<file path="src/sdrm_pkg.sv">
// constants for the stepper driver register map reached over the serial port
// assumes an 8-bit register file behind a 16-bit serial frame
package sdrm_pkg;

    localparam int          FRAME_BITS    = 16;
    localparam logic [4:0]  FRAME_LEN     = 5'h10;
    localparam logic [4:0]  FRAME_OVER    = 5'h11;
    localparam logic [4:0]  CMD_BITS      = 5'h08;
    localparam int          RW_BIT        = 14;
    localparam int          ADDR_HI       = 13;
    localparam int          ADDR_LO       = 9;
    // address position inside the first byte once 8 bits have arrived
    localparam int          CMD_ADDR_HI   = ADDR_HI - 8;
    localparam int          CMD_ADDR_LO   = ADDR_LO - 8;
    localparam logic [1:0]  STATUS_TAG    = 2'h3;

    localparam logic [4:0]  A_FAULT_SUMMARY     = 5'h00;
    localparam logic [4:0]  A_FET_OC_DIAG       = 5'h01;
    localparam logic [4:0]  A_THERM_STALL_DIAG  = 5'h02;
    localparam logic [4:0]  A_TORQUE_SLEW_CTRL  = 5'h03;
    localparam logic [4:0]  A_DECAY_OFF_CTRL    = 5'h04;
    localparam logic [4:0]  A_STEP_DIR_CTRL     = 5'h05;
    localparam logic [4:0]  A_PROTECTION_CTRL   = 5'h06;
    localparam logic [4:0]  A_STALL_OL_CTRL     = 5'h07;
    localparam logic [4:0]  A_STALL_THRESHOLD   = 5'h08;
    localparam logic [4:0]  A_TORQUE_COUNT      = 5'h09;
    localparam logic [4:0]  A_REVISION_INFO     = 5'h0A;

    // writable bits of each control register; reserved bits stay zero
    localparam logic [7:0]  M_TORQUE_SLEW   = 8'hF3;
    localparam logic [7:0]  M_DECAY_OFF     = 8'h9F;
    localparam logic [7:0]  M_STEP_DIR      = 8'hF0;
    localparam logic [7:0]  M_PROTECTION    = 8'h7F;
    localparam logic [7:0]  M_STALL_OL_BASE = 8'h38;
    localparam logic [7:0]  M_STALL_OL_EXT  = 8'h3F;
    localparam logic [7:0]  M_STALL_THRESH  = 8'hFF;
    localparam logic [7:0]  M_REVISION      = 8'h0F;

    localparam logic [7:0]  RST_TORQUE_SLEW   = 8'h00;
    localparam logic [7:0]  RST_DECAY_BASE    = 8'h00;
    localparam logic [7:0]  RST_DECAY_EXT     = 8'h80;
    localparam logic [7:0]  RST_STEP_DIR      = 8'h00;
    localparam logic [7:0]  RST_PROTECTION    = 8'h00;
    localparam logic [7:0]  RST_STALL_OL      = 8'h00;
    localparam logic [7:0]  RST_STALL_THRESH  = 8'h00;

    // field positions
    localparam int B_FAULT_PIN    = 7;
    localparam int B_SERIAL_ERR   = 6;
    localparam int B_CLEAR_FAULTS = 7;
    localparam int B_OL_ENABLE    = 3;
    localparam int B_TW_REPORT    = 0;
    localparam int B_LEARN_START  = 5;
    localparam int B_STALL_DETECT = 4;
    localparam int B_STALL_REPORT = 3;
    localparam int B_OUTPUT_DIS   = 7;
    localparam int B_DIR          = 7;
    localparam int B_STEP         = 6;
    localparam int B_SERIAL_DIR   = 5;
    localparam int B_SERIAL_STEP  = 4;
    localparam int B_OCP_RESPONSE = 2;
    localparam int B_OTS_RESPONSE = 1;
    localparam int B_BLANK_EN     = 0;

endpackage : sdrm_pkg

</file>
<file path="src/sdrm_top.sv">
// stepper driver register map: status capture, control registers, serial access
// assumes fault detectors deliver synchronous levels and the serial pins are
// sampled by the system clock, which must run well above the serial clock
`timescale 1ns/100ps
`default_nettype none
module sdrm_top
    import sdrm_pkg::*;
#(
    parameter bit         EXTENDED_VARIANT = 1'b0,
    // arbitrary value, not tied to any real part
    parameter logic [3:0] REVISION_CODE    = 4'h1
) (
    input  wire logic        CLK_SYS_IN,
    input  wire logic        SYS_RST_IN,
    input  wire logic        SCLK_IN,
    input  wire logic        CHIP_SELECT_N_IN,
    input  wire logic        SERIAL_DATA_IN_IN,
    output logic             SERIAL_DATA_OUT_OUT,
    output logic             SERIAL_DATA_OUT_OE_OUT,
    input  wire logic        SUPPLY_UNDERVOLTAGE_LOCKOUT_IN,
    input  wire logic        CHARGE_PUMP_UNDERVOLTAGE_IN,
    input  wire logic [7:0]  FET_OVERCURRENT_IN,
    input  wire logic        UNDERTEMP_WARNING_IN,
    input  wire logic        OVERTEMP_WARNING_IN,
    input  wire logic        OVERTEMP_SHUTDOWN_IN,
    input  wire logic        STALL_IN,
    input  wire logic        STALL_LEARN_DONE_IN,
    input  wire logic        OPEN_LOAD_BRIDGE_A_IN,
    input  wire logic        OPEN_LOAD_BRIDGE_B_IN,
    input  wire logic [7:0]  TORQUE_COUNT_VALUE_IN,
    output logic             FAULT_N_OUT,
    output logic      [3:0]  TORQUE_SCALE_OUT,
    output logic      [1:0]  SLEW_RATE_OUT,
    output logic             OUTPUT_DISABLE_OUT,
    output logic      [1:0]  PWM_OFF_TIME_OUT,
    output logic      [2:0]  DECAY_MODE_OUT,
    output logic             DIRECTION_OUT,
    output logic             STEP_OUT,
    output logic             SERIAL_DIR_SELECT_OUT,
    output logic             SERIAL_STEP_SELECT_OUT,
    output logic      [2:0]  LOCK_OUT,
    output logic             OPEN_LOAD_ENABLE_OUT,
    output logic             OVERCURRENT_RESPONSE_OUT,
    output logic             OVERTEMP_RESPONSE_OUT,
    output logic             THERMAL_WARN_REPORT_OUT,
    output logic             STALL_LEARN_START_OUT,
    output logic             STALL_DETECT_ENABLE_OUT,
    output logic             STALL_REPORT_ENABLE_OUT,
    output logic      [1:0]  OPEN_LOAD_TIME_OUT,
    output logic             DECAY_DRIVE_BLANKING_ENABLE_OUT,
    output logic      [7:0]  STALL_THRESHOLD_VALUE_OUT
);
    import sdrm_pkg::*;

    localparam logic [7:0] M_STALL_OL  = EXTENDED_VARIANT ? M_STALL_OL_EXT
                                                          : M_STALL_OL_BASE;
    localparam logic [7:0] RST_DECAY   = EXTENDED_VARIANT ? RST_DECAY_EXT
                                                          : RST_DECAY_BASE;

    // merge a write into a register through its writable-bit mask
    function automatic logic [7:0] masked_write(input logic [7:0] old_val,
                                                input logic [7:0] new_val,
                                                input logic [7:0] mask);
        masked_write = (old_val & ~mask) | (new_val & mask);
    endfunction : masked_write

    // a flag set in the clearing cycle survives the clear, so no event is lost
    function automatic logic sticky_next(input logic flag_val,
                                         input logic set_val,
                                         input logic clear_val);
        sticky_next = (flag_val & ~clear_val) | set_val;
    endfunction : sticky_next

    logic [4:0]  frame_addr;
    logic        frame_done;
    logic        frame_err;
    logic        read_write_select;
    logic [7:0]  frame_wdata;
    logic [7:0]  status_byte;
    logic [7:0]  report_byte;
    logic        write_strobe;

    // sticky status
    logic        supply_undervoltage_lockout_q, supply_undervoltage_lockout_d;
    logic        charge_pump_undervoltage_q, charge_pump_undervoltage_d;
    logic        serr_q, serr_d;
    logic [7:0]  fet_oc_q, fet_oc_d;
    logic        utw_q, utw_d;
    logic        otw_q, otw_d;
    logic        ots_q, ots_d;
    logic        learn_ok_q, learn_ok_d;
    logic        stall_q, stall_d;
    logic        ol_a_q, ol_a_d;
    logic        ol_b_q, ol_b_d;
    logic        clear_req;

    // control registers
    logic [7:0]  torque_slew_q, torque_slew_d;
    logic [7:0]  decay_off_q, decay_off_d;
    logic [7:0]  step_dir_q, step_dir_d;
    logic [7:0]  protection_q, protection_d;
    logic [7:0]  stall_ol_q, stall_ol_d;
    logic [7:0]  stall_thresh_q, stall_thresh_d;
    logic [7:0]  torque_count_q, torque_count_d;

    // summary terms
    logic        oc_sum;
    logic        temp_sum;
    logic        ol_sum;
    logic        fault_any;
    logic        fault_q, fault_d;
    logic [7:0]  fault_summary;
    logic [7:0]  diag_thermal;

    sdrm_spi_frame u_frame (
        .clk_in                (CLK_SYS_IN),
        .rst_in                (SYS_RST_IN),
        .sclk_in               (SCLK_IN),
        .cs_n_in               (CHIP_SELECT_N_IN),
        .sdi_in                (SERIAL_DATA_IN_IN),
        .status_in             (status_byte),
        .report_in             (report_byte),
        .addr_out              (frame_addr),
        .frame_done_out        (frame_done),
        .frame_err_out         (frame_err),
        .read_write_select_out (read_write_select),
        .wdata_out             (frame_wdata),
        .sdo_out               (SERIAL_DATA_OUT_OUT),
        .sdo_oe_out            (SERIAL_DATA_OUT_OE_OUT)
    );

    // a write is bit 14 low; short or long frames never reach the registers
    assign write_strobe = frame_done & ~read_write_select;

    // clear faults acts as a one-shot command and is never stored
    assign clear_req = write_strobe && frame_addr == A_PROTECTION_CTRL
                       && frame_wdata[B_CLEAR_FAULTS];

    always_comb begin
        oc_sum   = |fet_oc_q;
        temp_sum = utw_q | otw_q | ots_q;
        ol_sum   = ol_a_q | ol_b_q;
        // warnings and stall only pull the fault pin when reporting is on
        fault_any = serr_q | supply_undervoltage_lockout_q | charge_pump_undervoltage_q | oc_sum | ots_q | ol_sum
                    | ((utw_q | otw_q) & protection_q[B_TW_REPORT])
                    | (stall_q & stall_ol_q[B_STALL_REPORT]);
        fault_summary = {fault_q, serr_q, supply_undervoltage_lockout_q, charge_pump_undervoltage_q,
                         oc_sum, stall_q, temp_sum, ol_sum};
        diag_thermal  = {utw_q, otw_q, ots_q, learn_ok_q,
                         stall_q, 1'b0, ol_b_q, ol_a_q};
        status_byte   = {STATUS_TAG, fault_summary[5:0]};
    end

    // sticky status: a new event in the clearing cycle survives the clear
    always_comb begin
        supply_undervoltage_lockout_d     = sticky_next(supply_undervoltage_lockout_q, SUPPLY_UNDERVOLTAGE_LOCKOUT_IN, clear_req);
        charge_pump_undervoltage_d     = sticky_next(charge_pump_undervoltage_q, CHARGE_PUMP_UNDERVOLTAGE_IN, clear_req);
        serr_d     = sticky_next(serr_q, frame_err, clear_req);
        fet_oc_d   = (fet_oc_q & {8{~clear_req}}) | FET_OVERCURRENT_IN;
        utw_d      = sticky_next(utw_q, UNDERTEMP_WARNING_IN, clear_req);
        otw_d      = sticky_next(otw_q, OVERTEMP_WARNING_IN, clear_req);
        ots_d      = sticky_next(ots_q, OVERTEMP_SHUTDOWN_IN, clear_req);
        learn_ok_d = sticky_next(learn_ok_q, STALL_LEARN_DONE_IN, clear_req);
        stall_d    = sticky_next(stall_q, STALL_IN & stall_ol_q[B_STALL_DETECT],
                                 clear_req);
        ol_a_d     = sticky_next(ol_a_q, OPEN_LOAD_BRIDGE_A_IN & protection_q[B_OL_ENABLE],
                                 clear_req);
        ol_b_d     = sticky_next(ol_b_q, OPEN_LOAD_BRIDGE_B_IN & protection_q[B_OL_ENABLE],
                                 clear_req);
        fault_d    = fault_any;
    end

    always_ff @(posedge CLK_SYS_IN or posedge SYS_RST_IN) begin
        if (SYS_RST_IN) begin
            supply_undervoltage_lockout_q     <= 1'b0;
            charge_pump_undervoltage_q     <= 1'b0;
            serr_q     <= 1'b0;
            fet_oc_q   <= '0;
            utw_q      <= 1'b0;
            otw_q      <= 1'b0;
            ots_q      <= 1'b0;
            learn_ok_q <= 1'b0;
            stall_q    <= 1'b0;
            ol_a_q     <= 1'b0;
            ol_b_q     <= 1'b0;
            fault_q    <= 1'b0;
        end else begin
            supply_undervoltage_lockout_q     <= supply_undervoltage_lockout_d;
            charge_pump_undervoltage_q     <= charge_pump_undervoltage_d;
            serr_q     <= serr_d;
            fet_oc_q   <= fet_oc_d;
            utw_q      <= utw_d;
            otw_q      <= otw_d;
            ots_q      <= ots_d;
            learn_ok_q <= learn_ok_d;
            stall_q    <= stall_d;
            ol_a_q     <= ol_a_d;
            ol_b_q     <= ol_b_d;
            fault_q    <= fault_d;
        end
    end

    // control register writes; status, count and revision have no write path
    always_comb begin
        torque_slew_d  = torque_slew_q;
        decay_off_d    = decay_off_q;
        step_dir_d     = step_dir_q;
        protection_d   = protection_q;
        stall_ol_d     = stall_ol_q;
        stall_thresh_d = stall_thresh_q;
        torque_count_d = TORQUE_COUNT_VALUE_IN;
        if (write_strobe) begin
            unique case (frame_addr)
                A_TORQUE_SLEW_CTRL:
                    torque_slew_d = masked_write(torque_slew_q, frame_wdata,
                                                 M_TORQUE_SLEW);
                A_DECAY_OFF_CTRL:
                    decay_off_d = masked_write(decay_off_q, frame_wdata,
                                               M_DECAY_OFF);
                A_STEP_DIR_CTRL:
                    step_dir_d = masked_write(step_dir_q, frame_wdata,
                                              M_STEP_DIR);
                A_PROTECTION_CTRL:
                    protection_d = masked_write(protection_q, frame_wdata,
                                                M_PROTECTION);
                A_STALL_OL_CTRL:
                    stall_ol_d = masked_write(stall_ol_q, frame_wdata,
                                              M_STALL_OL);
                A_STALL_THRESHOLD:
                    stall_thresh_d = masked_write(stall_thresh_q, frame_wdata,
                                                  M_STALL_THRESH);
                // status, torque count, revision and unmapped: write dropped
                default: ;
            endcase
        end
        // learning ends by itself on success, even against a same-cycle write
        if (STALL_LEARN_DONE_IN) stall_ol_d[B_LEARN_START] = 1'b0;
    end

    always_ff @(posedge CLK_SYS_IN or posedge SYS_RST_IN) begin
        if (SYS_RST_IN) begin
            torque_slew_q  <= RST_TORQUE_SLEW;
            decay_off_q    <= RST_DECAY;
            step_dir_q     <= RST_STEP_DIR;
            protection_q   <= RST_PROTECTION;
            stall_ol_q     <= RST_STALL_OL;
            stall_thresh_q <= RST_STALL_THRESH;
            torque_count_q <= '0;
        end else begin
            torque_slew_q  <= torque_slew_d;
            decay_off_q    <= decay_off_d;
            step_dir_q     <= step_dir_d;
            protection_q   <= protection_d;
            stall_ol_q     <= stall_ol_d;
            stall_thresh_q <= stall_thresh_d;
            torque_count_q <= torque_count_d;
        end
    end

    // report byte: sampled by the frame engine right after the address byte,
    // i.e. before any write of the same frame lands
    always_comb begin
        unique case (frame_addr)
            A_FAULT_SUMMARY:    report_byte = fault_summary;
            A_FET_OC_DIAG:      report_byte = fet_oc_q;
            A_THERM_STALL_DIAG: report_byte = diag_thermal;
            A_TORQUE_SLEW_CTRL: report_byte = torque_slew_q;
            A_DECAY_OFF_CTRL:   report_byte = decay_off_q;
            A_STEP_DIR_CTRL:    report_byte = step_dir_q;
            A_PROTECTION_CTRL:  report_byte = protection_q;
            A_STALL_OL_CTRL:    report_byte = stall_ol_q;
            A_STALL_THRESHOLD:  report_byte = stall_thresh_q;
            A_TORQUE_COUNT:     report_byte = torque_count_q;
            A_REVISION_INFO:    report_byte = {4'h0, REVISION_CODE} & M_REVISION;
            default:            report_byte = '0;
        endcase
    end

    // control fields out to the power stage
    assign FAULT_N_OUT                     = ~fault_q;
    assign TORQUE_SCALE_OUT                = torque_slew_q[7:4];
    assign SLEW_RATE_OUT                   = torque_slew_q[1:0];
    assign OUTPUT_DISABLE_OUT              = decay_off_q[B_OUTPUT_DIS];
    assign PWM_OFF_TIME_OUT                = decay_off_q[4:3];
    assign DECAY_MODE_OUT                  = decay_off_q[2:0];
    assign DIRECTION_OUT                   = step_dir_q[B_DIR];
    assign STEP_OUT                        = step_dir_q[B_STEP];
    assign SERIAL_DIR_SELECT_OUT           = step_dir_q[B_SERIAL_DIR];
    assign SERIAL_STEP_SELECT_OUT          = step_dir_q[B_SERIAL_STEP];
    assign LOCK_OUT                        = protection_q[6:4];
    assign OPEN_LOAD_ENABLE_OUT            = protection_q[B_OL_ENABLE];
    assign OVERCURRENT_RESPONSE_OUT        = protection_q[B_OCP_RESPONSE];
    assign OVERTEMP_RESPONSE_OUT           = protection_q[B_OTS_RESPONSE];
    assign THERMAL_WARN_REPORT_OUT         = protection_q[B_TW_REPORT];
    assign STALL_LEARN_START_OUT           = stall_ol_q[B_LEARN_START];
    assign STALL_DETECT_ENABLE_OUT         = stall_ol_q[B_STALL_DETECT];
    assign STALL_REPORT_ENABLE_OUT         = stall_ol_q[B_STALL_REPORT];
    assign OPEN_LOAD_TIME_OUT              = stall_ol_q[2:1];
    assign DECAY_DRIVE_BLANKING_ENABLE_OUT = stall_ol_q[B_BLANK_EN];
    assign STALL_THRESHOLD_VALUE_OUT       = stall_thresh_q;

endmodule : sdrm_top
`default_nettype wire

</file>
<file path="src/sdrm_spi_frame.sv">
// serial frame engine: samples the serial pins on the system clock, captures
// on falling serial clock, drives on rising serial clock, msb first
// assumes the pins are already synchronous to the system clock
`timescale 1ns/100ps
`default_nettype none
module sdrm_spi_frame
    import sdrm_pkg::*;
(
    input  wire logic        clk_in,
    input  wire logic        rst_in,
    input  wire logic        sclk_in,
    input  wire logic        cs_n_in,
    input  wire logic        sdi_in,
    input  wire logic [7:0]  status_in,
    input  wire logic [7:0]  report_in,
    output logic      [4:0]  addr_out,
    output logic             frame_done_out,
    output logic             frame_err_out,
    output logic             read_write_select_out,
    output logic      [7:0]  wdata_out,
    output logic             sdo_out,
    output logic             sdo_oe_out
);
    import sdrm_pkg::*;

    logic        sclk_q, sclk_d, cs_q, cs_d;
    logic [15:0] shin_q, shin_d;
    logic [4:0]  cnt_q, cnt_d;
    logic [4:0]  idx_q, idx_d;
    logic        load_q, load_d;
    logic [7:0]  stat_q, stat_d, rep_q, rep_d;
    logic        sdo_q, sdo_d, oe_q, oe_d;
    logic        done_q, done_d, err_q, err_d;
    logic        fall, rise, start, stop;

    always_comb begin
        fall   = sclk_q & ~sclk_in;
        rise   = ~sclk_q & sclk_in;
        start  = cs_q & ~cs_n_in;
        stop   = ~cs_q & cs_n_in;
        sclk_d = sclk_in;
        cs_d   = cs_n_in;
        shin_d = shin_q;
        cnt_d  = cnt_q;
        idx_d  = idx_q;
        stat_d = stat_q;
        rep_d  = rep_q;
        load_d = 1'b0;
        done_d = 1'b0;
        err_d  = 1'b0;
        if (start) begin
            cnt_d  = '0;
            idx_d  = '0;
            stat_d = status_in;
            rep_d  = '0;
        end else if (!cs_n_in) begin
            if (fall) begin
                shin_d = {shin_q[14:0], sdi_in};
                if (cnt_q != FRAME_OVER) cnt_d = cnt_q + 5'h01;
                load_d = (cnt_q + 5'h01 == CMD_BITS);
            end
            // the first rise keeps the msb that was set up at select
            if (rise && cnt_q != '0 && idx_q != FRAME_OVER) idx_d = idx_q + 5'h01;
        end
        // the address byte is complete here, so the old contents go out
        if (load_q) rep_d = report_in;
        if (stop) begin
            done_d = (cnt_q == FRAME_LEN);
            err_d  = (cnt_q != FRAME_LEN);
        end
        sdo_d = (idx_q < CMD_BITS) ? stat_q[3'h7 - idx_q[2:0]] : rep_q[3'h7 - idx_q[2:0]];
        oe_d  = ~cs_n_in;
    end

    always_ff @(posedge clk_in or posedge rst_in) begin
        if (rst_in) begin
            sclk_q <= 1'b0;
            cs_q   <= 1'b1;
            shin_q <= '0;
            cnt_q  <= '0;
            idx_q  <= '0;
            load_q <= 1'b0;
            stat_q <= '0;
            rep_q  <= '0;
            sdo_q  <= 1'b0;
            oe_q   <= 1'b0;
            done_q <= 1'b0;
            err_q  <= 1'b0;
        end else begin
            sclk_q <= sclk_d;
            cs_q   <= cs_d;
            shin_q <= shin_d;
            cnt_q  <= cnt_d;
            idx_q  <= idx_d;
            load_q <= load_d;
            stat_q <= stat_d;
            rep_q  <= rep_d;
            sdo_q  <= sdo_d;
            oe_q   <= oe_d;
            done_q <= done_d;
            err_q  <= err_d;
        end
    end

    // with exactly 8 bits in, the command byte sits in the low byte; at 16 it sits in the high byte
    assign addr_out              = (cnt_q == FRAME_LEN) ? shin_q[ADDR_HI:ADDR_LO]
                                                        : shin_q[CMD_ADDR_HI:CMD_ADDR_LO];
    assign read_write_select_out = shin_q[RW_BIT];
    assign wdata_out             = shin_q[7:0];
    assign frame_done_out        = done_q;
    assign frame_err_out         = err_q;
    assign sdo_out               = sdo_q;
    assign sdo_oe_out            = oe_q;

endmodule : sdrm_spi_frame
`default_nettype wire

</file>
<file path="config.mk">
export PLATFORM = sky130hd
export DESIGN_NAME = sdrm_top
export DESIGN_NICKNAME = d
export VERILOG_FILES = /design/src/sdrm_pkg.sv /design/src/sdrm_top.sv /design/src/sdrm_spi_frame.sv
export SDC_FILE = /design/constraint.sdc
export NUM_CORES = 1
export LEC_CHECK = 0
export ABC_AREA = 1
export BUFFER_PORTS_ARGS = -buffer_cell sky130_fd_sc_hd__buf_4
export CAP_MARGIN = 5
export CORE_MARGIN = 2
export CORE_UTILIZATION = 55
export DETAILED_ROUTE_END_ITERATION = 10
export PLACE_DENSITY = 0.73
export SLEW_MARGIN = 40
export SYNTH_ARGS = -nofsm -noshare
export SYNTH_HDL_FRONTEND = slang
export SYNTH_HIERARCHICAL = 1
export SYNTH_SLANG_ARGS = --single-unit
</file>
<file path="constraint.sdc">
create_clock -name CLK_SYS_IN -period 6.25 [get_ports CLK_SYS_IN]
set_input_delay 0.3125 -clock CLK_SYS_IN [delete_from_list [all_inputs] [get_ports CLK_SYS_IN]]
set_output_delay 0.3125 -clock CLK_SYS_IN [all_outputs]
set_load 0.02 [all_outputs]
</file>
==> reports/metrics.cfg <==
[yosys]
ys_seq_elements=109
async_reset_ff_share_pct=100
yosysSeqAreaShare_pct=49.6
ys_types=34
syn-cell-area_um2=5500
synth.most_common_cell=nand2_1
ys_top_cells_by_count=nand2_1, dfrtp_1, inv_1
yosys.area.top_type=dfrtp_1
synth_edf_count=0
syn_avg_cell_area_um2=8.28
netlist_top_cells_area=dfrtp_1, nand2_1, inv_1
synth_top_area_share_pct=49.1
syn-instance-count=664
synth-main-ff-cell=dfrtp_1
yosys_warnings=6

[clock_network]
cts.sinks=109
postCtsHoldBufs=0
post_cts_buffers=0
htreeDepth=3
path_clk_slew_ns=0.10
cts_resized=0
clockBufferDepth=2
cts-root-buf=clkbuf_8
clk_latency_ns=0.38
cts_made_buffers=9
cts_tree=yes

[floorplan]
start_util_pct=56.5
core_um2=9730
die_area_um2=10800
ios=70
rows=36
die_y_um=104
die_x_um=104

[setup_path]
worstPathArrival_ns=3.24
worstSetupStartpoint=u_frame/cnt_q[0]$_DFFE_PP0P_
cp.required_ns=6.54
r2r-start=u_frame/cnt_q[0]$_DFFE_PP0P_
crit_type=reg -> reg
crit_fanout=12
crit_path_start_kind=flop
crit_path_end_kind=flop

[routing]
drt-initial-drc-count=251
vias=4458
firstDrtPassIters=4
drc=0
drt_wl_total_mm=13.1
vias_per_cell=5.21
wl_per_cell_um=15.3
final_antenna_net_count=0

[placement]
port-buffer-count=66
place_hpwl_mm=9.81
gp_congestion=0.927
dpl_cell_area_um2=5990

[timing]
fin_setup_tns_ns=0
period_share_pct=47.3
maxSlewHeadroom_pct=46.2
finClkSkew_ns=0.0114
drv_slew=0
fmax_ghz=0.338
min_period_ns=2.96
rsz0062_at_grt=no
hold_viol=0
tightest_slew_ns=0.799
setup-violations-final=0

[layout]
area_growth_syn_to_layout_pct=13.3
drive_gt1_share_pct=18.7
nNetsFinal=753
fill_cells=867
final_cell_area_um2=6230
antennaDiodeCount=0

[pwr]
peakVddDrop_mv=0.242
p_per_area_nw_per_um2=289
leakagePower_uw=0.00323

[grt]
grt-ovfl-total=0
grt_max_degree=62
gr-usage-all-layers_pct=25.4
grt_antenna_before_repair=0
grt_pass1_vias=4351
grt_pass1_wl_mm=21.7

[outcome]
outcome=completed

[job]
max_cap_violations=0

[worst_hold_path]
hp-class=in -> async

metrics by stage:
step           instances  hold WS [ns]  utilization [%]  power [µW]  setup slack, ns
2_1_floorplan        667         0.317                -        1180             3.83
3_3_place_gp         839         0.423             61.5        1290             3.24
3_5_place_dp         839         0.423             61.5        1300             3.36
4_1_cts              855        0.0100             64.0        1810             3.34
5_1_grt              855       0.00819             64.1        1900             3.00
6_report             855       0.00412             64.1        1800             3.29
layer usage:
metal	vias up	part of all wire (%)	GRT usage [%]
li1	2189	-	-
met1	2125	44	34.3
met2	126	48	41.8
met3	18	6.0	6.20
met4	0	1.5	5.79
met5	-	0	0
state kept, by name, summed over array words and instances (netlist names), 3 cells and up:
register / count
u_frame/cnt_q: 5
u_frame/stat_q: 8
protection_q: 7
torque_slew_q: 6
step_dir_q: 4
stall_ol_q: 3
fet_oc_q: 8
STALL_THRESHOLD_VALUE_OUT: 8
torque_count_q: 8
u_frame/rep_q: 8
u_frame/shin_q: 15
decay_off_q: 6
u_frame/idx_q: 5
worst max-delay path, cell delays in order, from the launching register on:
cell     delay (ns)
dfrtp_1        0.43
inv_1          0.11
ha_1           0.18
nand3_1        0.31
o21ai_0        0.72
inv_2          0.27
nand3_4        0.17
nor2_1         0.12
nand2_1        0.09
nand2_1        0.05
nor2_1         0.15
nand3_1        0.12
nand2_1        0.09
nand2_1        0.05
report_power, final:
group          switching (µW)  total, µW  internal (µW)
registers                55.4        822            766
clock network             232        509            277
logic                     321        468            147
total                     608       1800           1190
kinds of logic (layout without fill, tap and decap cells):
family                     after synthesis  after routing  share of synthesized area, %
buffers and inverters                  105            160                          8.92
AOI/OAI and AO/OA                      100            100                          11.4
and+or+nand+nor                        338            338                          27.9
adders and majority gates                6              6                          1.37
other                                    2              5                         0.137
DFF                                    109            109                          49.6
xor gates and xnor gates                 4              4                         0.637
final cells by class:
cell class / instances / area, µm² / area share, %
flip-flops and latches: 109 / 2730 / 43.8
multi-input cells: 453 / 2290 / 36.8
repair buffers: 68 / 514 / 8.25
inverters: 76 / 288 / 4.62
well taps: 133 / 166 / 2.67
clock buffers: 12 / 145 / 2.33
clock inverters: 4 / 95.1 / 1.53
worst paths after layout:
kind / cells past startpoint / slack, ns / to
setup / recovery: 13 / 3.29 / u_frame/rep_q[0]$_DFFE_PP0P_
hold / removal: 2 / 0.004 / u_frame/idx_q[1]$_DFFE_PP0P_
setup reg to reg: 13 / 3.29 / u_frame/rep_q[0]$_DFFE_PP0P_
hold reg to reg: 2 / 0.48 / u_frame/stat_q[4]$_DFFE_PP0P_
max in group asynchronous: 3 / 5.77 / torque_count_q[5]$_DFF_PP0_
min in group CLK_SYS_IN: 1 / 0.03 / torque_count_q[0]$_DFF_PP0_
layout by cell type (no fill, tap or decap), types with 13 or more instances in the layout:
| cell | count |
|---|---|
| nor2_1 | 44 |
| o21ai_2 | 15 |
| a21oi_1 | 13 |
| dfrtp_1 | 108 |
| buf_4 | 67 |
| o21ai_1 | 20 |
| inv_1 | 71 |
| nand4_1 | 17 |
| o21ai_0 | 37 |
| nand3_1 | 28 |
| nand2_1 | 220 |
Note: power is estimated with default switching activity, not from simulation.
